--- config.mk ---
export PLATFORM = sky130hd
export DESIGN_NAME = asbs_status_reg
export DESIGN_NICKNAME = d
export VERILOG_FILES = /design/src/include/asbs_pkg.sv /design/src/verilog/asbs_flag_alu.sv /design/src/verilog/asbs_status_reg.sv
export VERILOG_INCLUDE_DIRS = /design/src /design/src/include
export SDC_FILE = /design/constraint.sdc
export NUM_CORES = 1
export LEC_CHECK = 0
export BUFFER_PORTS_ARGS = -buffer_cell sky130_fd_sc_hd__buf_2
export CORE_MARGIN = 2
export CORE_UTILIZATION = 35
export CTS_CLUSTER_DIAMETER = 150
export DETAILED_ROUTE_END_ITERATION = 16
export GPL_TIMING_DRIVEN = 0
export PLACE_DENSITY_LB_ADDON = 0.3
export SLEW_MARGIN = 30
export SYNTH_ARGS = -nofsm -noshare
export SYNTH_HDL_FRONTEND = slang
export SYNTH_SLANG_ARGS = --single-unit
--- constraint.sdc ---
create_clock -name clk -period 3.7 [get_ports clk]
set_input_delay 0.555 -clock clk [delete_from_list [all_inputs] [get_ports clk]]
set_output_delay 0.555 -clock clk [all_outputs]
set_load 0.005 [all_outputs]
--- src/include/asbs_map.svh ---
// Address, reset and arithmetic constants for the status and bank select register
`ifndef ASBS_MAP_SVH
`define ASBS_MAP_SVH

`define ASBS_STATUS_ADDR  7'h03
`define ASBS_BANK1_BASE   8'h80
`define ASBS_STATUS_RESET 8'h18
`define ASBS_NIBBLE_MAX   5'h0F
`define ASBS_ZERO_BYTE    8'h00

`endif

--- src/include/asbs_pkg.sv ---
// Types shared by the status register and its flag arithmetic
package asbs_pkg;

	typedef enum logic [3:0] {
		ASBS_OP_NONE,
		ASBS_OP_ADD,
		ASBS_OP_SUB,
		ASBS_OP_AND,
		ASBS_OP_IOR,
		ASBS_OP_XOR,
		ASBS_OP_MOVE_REG,
		ASBS_OP_ROT_LEFT,
		ASBS_OP_ROT_RIGHT,
		ASBS_OP_CLEAR,
		ASBS_OP_BIT_CLEAR,
		ASBS_OP_BIT_SET,
		ASBS_OP_SWAP,
		ASBS_OP_MOVE_ACC,
		ASBS_OP_WDT_CLEAR,
		ASBS_OP_SLEEP
	} asbs_op_type;

	typedef struct packed {
		logic        valid;
		asbs_op_type op;
		logic [7:0]  acc;
		logic [7:0]  operand;
		logic [2:0]  bit_sel;
		logic        to_reg;
		logic [6:0]  addr;
	} asbs_exec_type;

	typedef struct packed {
		logic       valid;
		logic       to_reg;
		logic [7:0] addr;
		logic [7:0] data;
	} asbs_wb_type;

	typedef struct packed {
		logic z;
		logic dc;
		logic c;
	} asbs_flags_type;

	typedef struct packed {
		logic indirect_bank_bit;
		logic direct_bank_high;
		logic direct_bank_low;
		logic timeout_flag_n;
		logic powerdown_flag_n;
		logic zero_flag;
		logic digit_carry_flag;
		logic carry_flag;
	} asbs_status_type;

endpackage

--- src/verilog/asbs_flag_alu.sv ---
// Result and flag arithmetic of one executed instruction
`timescale 1ns/1ps
`include "asbs_map.svh"
module asbs_flag_alu
	import asbs_pkg::*;
(
	// Instruction
	input  wire asbs_op_type    op,
	input  wire logic [7:0]     acc,
	input  wire logic [7:0]     operand,
	input  wire logic [2:0]     bit_sel,
	input  wire logic           carry_in,
	// Results
	output logic [7:0]          result,
	output asbs_flags_type      flags,
	output asbs_flags_type      touch
);
	logic       sub;
	logic [7:0] addend;
	logic [8:0] sum;
	logic [4:0] nib;

	// Subtract is operand plus inverted acc plus one, so carries read as active-low borrows
	always_comb begin
		sub    = (op == ASBS_OP_SUB);
		addend = sub ? ~acc : acc;
		sum    = {1'b0, operand} + {1'b0, addend} + {8'h00, sub};
		nib    = {1'b0, operand[3:0]} + {1'b0, addend[3:0]} + {4'h0, sub};
	end

	always_comb begin
		result = operand;
		touch  = '0;
		flags  = '0;
		flags.c  = sum[8];
		flags.dc = nib[4];
		unique case (op)
			ASBS_OP_ADD, ASBS_OP_SUB: begin
				result = sum[7:0];
				touch  = 3'b111;
			end
			ASBS_OP_AND: begin
				result  = operand & acc;
				touch.z = 1'b1;
			end
			ASBS_OP_IOR: begin
				result  = operand | acc;
				touch.z = 1'b1;
			end
			ASBS_OP_XOR: begin
				result  = operand ^ acc;
				touch.z = 1'b1;
			end
			ASBS_OP_MOVE_REG: touch.z = 1'b1;
			ASBS_OP_ROT_LEFT: begin
				result  = {operand[6:0], carry_in};
				flags.c = operand[7];
				touch.c = 1'b1;
			end
			ASBS_OP_ROT_RIGHT: begin
				result  = {carry_in, operand[7:1]};
				flags.c = operand[0];
				touch.c = 1'b1;
			end
			ASBS_OP_CLEAR: begin
				result  = `ASBS_ZERO_BYTE;
				touch.z = 1'b1;
			end
			// Bit ops, swap and move-acc leave every flag alone
			ASBS_OP_BIT_CLEAR: result[bit_sel] = 1'b0;
			ASBS_OP_BIT_SET:   result[bit_sel] = 1'b1;
			ASBS_OP_SWAP:      result = {operand[3:0], operand[7:4]};
			ASBS_OP_MOVE_ACC:  result = acc;
			ASBS_OP_NONE, ASBS_OP_WDT_CLEAR, ASBS_OP_SLEEP: result = operand;
		endcase
		flags.z = (result == `ASBS_ZERO_BYTE);
	end
endmodule

--- src/verilog/asbs_status_reg.sv ---
// Arithmetic status, reset cause and bank select register with its writeback path
`timescale 1ns/1ps
`include "asbs_map.svh"
module asbs_status_reg
	import asbs_pkg::*;
(
	// Clock and reset
	input  wire logic            clk,
	input  wire logic            reset_n,
	// Instruction execution from the core
	input  wire asbs_exec_type   exec,
	// Watchdog time-out, raw level from the watchdog oscillator domain
	input  wire logic            watchdog_timeout,
	// Register state
	output asbs_status_type      status_q,
	// Registered writeback to data memory
	output asbs_wb_type          wb_q
);
	logic [2:0]     bank_q;
	logic           to_n_q;
	logic           pd_n_q;
	asbs_flags_type flags_q;
	logic           wdt_meta_q;
	logic           wdt_sync_q;
	logic           wdt_prev_q;
	logic           wdt_event;
	logic           hit;
	logic           wr_status;
	logic [7:0]     operand_eff;
	logic [7:0]     alu_result;
	asbs_flags_type alu_flags;
	asbs_flags_type alu_touch;
	logic [7:0]     eff_addr;

	// Whole reset word in one place so every field resets from the same constant
	localparam logic [7:0] status_reset = `ASBS_STATUS_RESET;

	assign status_q = {bank_q, to_n_q, pd_n_q, flags_q};

	// Status answers at its address in either bank
	assign hit         = exec.valid && (exec.addr == `ASBS_STATUS_ADDR);
	assign wr_status   = hit && exec.to_reg;
	assign operand_eff = hit ? status_q : exec.operand;
	// Direct addressing: bank 1 begins at 80h
	assign eff_addr    = bank_q[0] ? (`ASBS_BANK1_BASE | {1'b0, exec.addr}) : {1'b0, exec.addr};

	asbs_flag_alu u_alu (
		.op       (exec.op),
		.acc      (exec.acc),
		.operand  (operand_eff),
		.bit_sel  (exec.bit_sel),
		.carry_in (flags_q.c),
		.result   (alu_result),
		.flags    (alu_flags),
		.touch    (alu_touch)
	);

	// Time-out comes from another oscillator; edge is taken after the second flop
	always_ff @(posedge clk) begin
		if (!reset_n) begin
			wdt_meta_q <= 1'b0;
			wdt_sync_q <= 1'b0;
			wdt_prev_q <= 1'b0;
		end else begin
			wdt_meta_q <= watchdog_timeout;
			wdt_sync_q <= wdt_meta_q;
			wdt_prev_q <= wdt_sync_q;
		end
	end
	assign wdt_event = wdt_sync_q && !wdt_prev_q;

	// Bank bits are plain storage; the upper two drive nothing here
	always_ff @(posedge clk) begin
		if (!reset_n) begin
			bank_q <= status_reset[7:5];
		end else if (wr_status) begin
			bank_q <= alu_result[7:5];
		end
	end

	// Reset-cause bits take no data write at all; time-out wins over a same-cycle clear
	always_ff @(posedge clk) begin
		if (!reset_n) begin
			to_n_q <= status_reset[4];
			pd_n_q <= status_reset[3];
		end else if (wdt_event) begin
			to_n_q <= 1'b0;
		end else if (exec.valid && exec.op == ASBS_OP_WDT_CLEAR) begin
			to_n_q <= 1'b1;
			pd_n_q <= 1'b1;
		end else if (exec.valid && exec.op == ASBS_OP_SLEEP) begin
			to_n_q <= 1'b1;
			pd_n_q <= 1'b0;
		end
	end

	// A flag-touching instruction masks the data write to all three flags
	always_ff @(posedge clk) begin
		if (!reset_n) begin
			flags_q <= status_reset[2:0];
		end else if (exec.valid) begin
			if (wr_status && alu_touch == '0) begin
				flags_q <= alu_result[2:0];
			end else begin
				if (alu_touch.z) begin
					flags_q.z <= alu_flags.z;
				end
				if (alu_touch.dc) begin
					flags_q.dc <= alu_flags.dc;
				end
				if (alu_touch.c) begin
					flags_q.c <= alu_flags.c;
				end
			end
		end
	end

	// Writeback to the data memory for every valid instruction but a no-op, register destination or not
	always_ff @(posedge clk) begin
		if (!reset_n) begin
			wb_q <= '0;
		end else begin
			wb_q.valid  <= exec.valid && exec.op != ASBS_OP_NONE;
			wb_q.to_reg <= exec.to_reg;
			wb_q.addr   <= eff_addr;
			wb_q.data   <= alu_result;
		end
	end

	// Helper terms read only by the checks below
	logic [4:0] chk_nib_add;
	logic       chk_no_borrow;
	logic       chk_flag_op;
	assign chk_nib_add   = {1'b0, operand_eff[3:0]} + {1'b0, exec.acc[3:0]};
	assign chk_no_borrow = operand_eff >= exec.acc;
	assign chk_flag_op   = exec.op inside {ASBS_OP_ADD, ASBS_OP_SUB, ASBS_OP_AND, ASBS_OP_IOR,
	                                       ASBS_OP_XOR, ASBS_OP_MOVE_REG, ASBS_OP_CLEAR};
endmodule

==> impl_metrics.py <==
metrics = {
    "global_route": {
        "antenna_found_initial": 0,
        "grt_pass1_vias": 2709,
        "grt_max_degree": 11,
        "grt.overflow.total": 0,
        "grt_first_pass_wirelength_um": 14100,
        "grtUsageTotal_pct": 21.0,
    },
    "timing": {
        "skew_ns": 0.00688,
        "drv_slew": 0,
        "timing.fmax_mhz": 279,
        "setup_viol": 0,
        "layout_min_cycle_time_ns": 3.58,
        "max_slew_margin_pct": 45.9,
        "fin_crit_sh_pct": 96.8,
        "hold_viol_final": 0,
        "worstMarginPinSlew_ns": 0.805,
        "rsz0062_at_grt": "false",
        "finalWorstSetupSlack_ns": 0.117,
        "tns_ns": 0,
    },
    "finish": {
        "final_common_cell": "buf_2",
        "diodes": 0,
        "ff_latch_area_um2": 581,
        "multi_input_area_um2": 1940,
        "layout_common_cells": "buf_2, nand2_1, dfxtp_1, a21oi_1, nor2_1",
        "fin_util_pct": 44.4,
        "area_growth_pct": 21.5,
        "fillerInstances": 756,
        "drive_gt1_share_pct": 23.7,
        "nets": 458,
    },
    "detailed_routing": {
        "drc": 0,
        "vias": 3085,
        "drt_wl_total_um": 9040,
        "drt_iter0_markers": 296,
        "wl_per_cell_um": 17.5,
        "dr.pass1.iters": 6,
        "antenna_left": 0,
        "via_per_inst": 5.98,
    },
    "critical_path": {
        "required_ns": 3.88,
        "startpoint_type": "input pin",
        "crit_arrival_ns": 3.76,
        "end_kind": "flop",
        "criticalPathCategory": "in -> reg",
        "worstPathMaxFanout": 5,
    },
    "clocking": {
        "cts_tree": "yes",
        "root_buffer": "clkbuf_8",
        "clk_path_buf_depth": 2,
        "path_clk_slew_ns": 0.07,
        "htreeDepth": 2,
        "cts_inserted_buffers": 5,
        "cts.sinks": 29,
        "clkLatencyLatePin_ns": 0.28,
    },
    "synth": {
        "async_reset_ff_share_pct": 0,
        "syn_inst": 353,
        "yosys.area.top_type": "dfxtp_1",
        "ys_ff_latch": 29,
        "synth_area_um2": 2660,
        "ys_warn_count": 0,
        "yosys.area.top_type_share_pct": 21.8,
        "synthFlopType": "dfxtp_1",
        "synth_edf_count": 0,
        "postSynthAreaPerCell_um2": 7.54,
        "synthTopCellsByArea": "dfxtp_1, a21oi_1, and2_1",
        "syn_nets": 395,
        "synth_seq_area_share_pct": 21.8,
        "netlist-cell-type-count": 73,
    },
    "floorplanning": {
        "core_um2": 7290,
        "die_area_um2": 8320,
        "ioPinCount": 61,
        "rows": 31,
        "die_h_um": 91.2,
        "start_util_pct": 36.5,
        "dieWidth_um": 91.2,
    },
    "placed_design": {
        "gp_congestion": 0.921,
        "dpl.hpwl_um": 7030,
        "post-place-ws_ns": -0.449,
        "io_buffers": 56,
    },
    "power": {
        "peakVddDrop_v": 0.000130,
        "leakagePower_nw": 1.39,
        "p_per_area_nw_per_um2": 308,
    },
    "worst_hold_path": {
        "hold_path_class": "reg -> reg",
    },
    "run": {
        "cap_violations": 0,
    },
    "outcome": {
        "status": "finished clean",
    },
}
[Yosys cell counts (all sizes together), types with 2 or more instances]
cell	instances
and2	20
o221ai	3
a32oi	2
a311oi	2
nand2b	8
ha	6
clkbuf	15
dfxtp	29
nand4	5
nand3	15
and3	7
nor2	19
o41ai	2
a22oi	3
a2111oi	3
and4b	2
o21ai	23
nor3	8
or2	2
a21o	4
nand2	30
o31ai	4
o21a	2
o211ai	8
and4	2
mux2i	4
a32o	3
nand4b	3
o22ai	2
a211o	3
nor2b	4
mux2	3
xor2	9
xnor2	6
o311ai	2
inv	19
buf	10
a31oi	5
a21oi	26
a221oi	5
a211oi	5
nor4	2
a22o	2
[per-stage QoR]
| step | total power [mW] | hold slack (ns) | cells | cell area [um^2] |
|---|---|---|---|---|
| 3_5_place_dp | 0.649 | 0.435 | 508 | 3070 |
| 4_1_cts | 0.991 | 0.450 | 517 | 3210 |
| 3_3_place_gp | 0.646 | 0.420 | 508 | 3070 |
| 5_1_grt | 1.05 | 0.466 | 516 | 3240 |
| 6_report | 0.997 | 0.462 | 516 | 3240 |
| 2_1_floorplan | 0.545 | 0.412 | 353 | 2660 |
[sequential cells by signal (all words and copies together) (netlist names)]
signal / count
wdt_sync_q: 1
pd_n_q: 1
to_n_q: 1
wdt_prev_q: 1
wb_q: 18
status_q: 3
bank_q: 3
wdt_meta_q: 1
[worst paths after layout]
kind	startpoint	to	slack, ns	cells after the start
setup / recovery	exec[3]	status_q[2]$_SDFFE_PN0P_	0.12	14
hold / removal	wdt_meta_q$_SDFF_PN0_	wdt_sync_q$_SDFF_PN0_	0.46	1
setup reg to reg	status_q[0]$_SDFFE_PN0P_	bank_q[1]$_SDFFE_PN0P_	0.82	10
hold reg to reg	wdt_meta_q$_SDFF_PN0_	wdt_sync_q$_SDFF_PN0_	0.46	1
[routing by layer]
metal	up-vias	GRT usage (%)	share of wire [%]	wire length (um)
li1	1456	-	-	-
met1	1440	30.9	46	4130
met2	173	31.7	44	3950
met3	16	2.82	9.0	815
met4	0	6.31	1.6	142
met5	-	0	0	0
[report_power, final]
part / switching, mW / leakage (nW) / internal, mW
registers: 0.00607 / 0.239 / 0.330
clock network: 0.120 / 0.0574 / 0.219
logic: 0.195 / 1.09 / 0.127
total: 0.321 / 1.39 / 0.676
[timing repair]
action	CTS	global route
setup endpoints to repair	4	2
buffers inserted	1	0
pin swaps	1	0
endpoints found under the hold margin	0	0
gates resized for setup	3	6
hold buffers	0	0
[cells by family (layout without fill, tap and decap cells)]
family,after synthesis,count (layout),synth area share (%)
AND/OR/NAND/NOR,132,132,28.0
XOR/XNOR,15,15,5.22
buffers and inverters,44,108,6.91
flip-flops,29,29,21.8
AO/OA/AOI/OAI,119,119,31.6
adder cells (fa/ha/maj),7,7,3.57
multiplexers,7,7,2.91
[cell type report]
type / count / share of cell area [%]
plain buffers: 24 / 3.36
clock buffers: 6 / 2.55
clock inverters: 2 / 1.16
inverters: 19 / 2.20
multi-input cells: 280 / 60.1
flip-flops and latches: 29 / 17.9
well taps: 99 / 3.83
repair buffers: 57 / 8.89
[worst max-delay path, stage by stage]
cell and delay [ns]:
buf_2 0.12, or4_4 0.60, o21ai_2 0.17, and2_2 0.21, inv_2 0.08, ha_1 0.33
and3_1 0.19, nand3_1 0.07, nand3_1 0.12, a21o_1 0.23, a211oi_1 0.41, xor2_1 0.21
o21ai_0 0.13, o41ai_2 0.35
No activity file was read; power rests on OpenSTA's default activity.
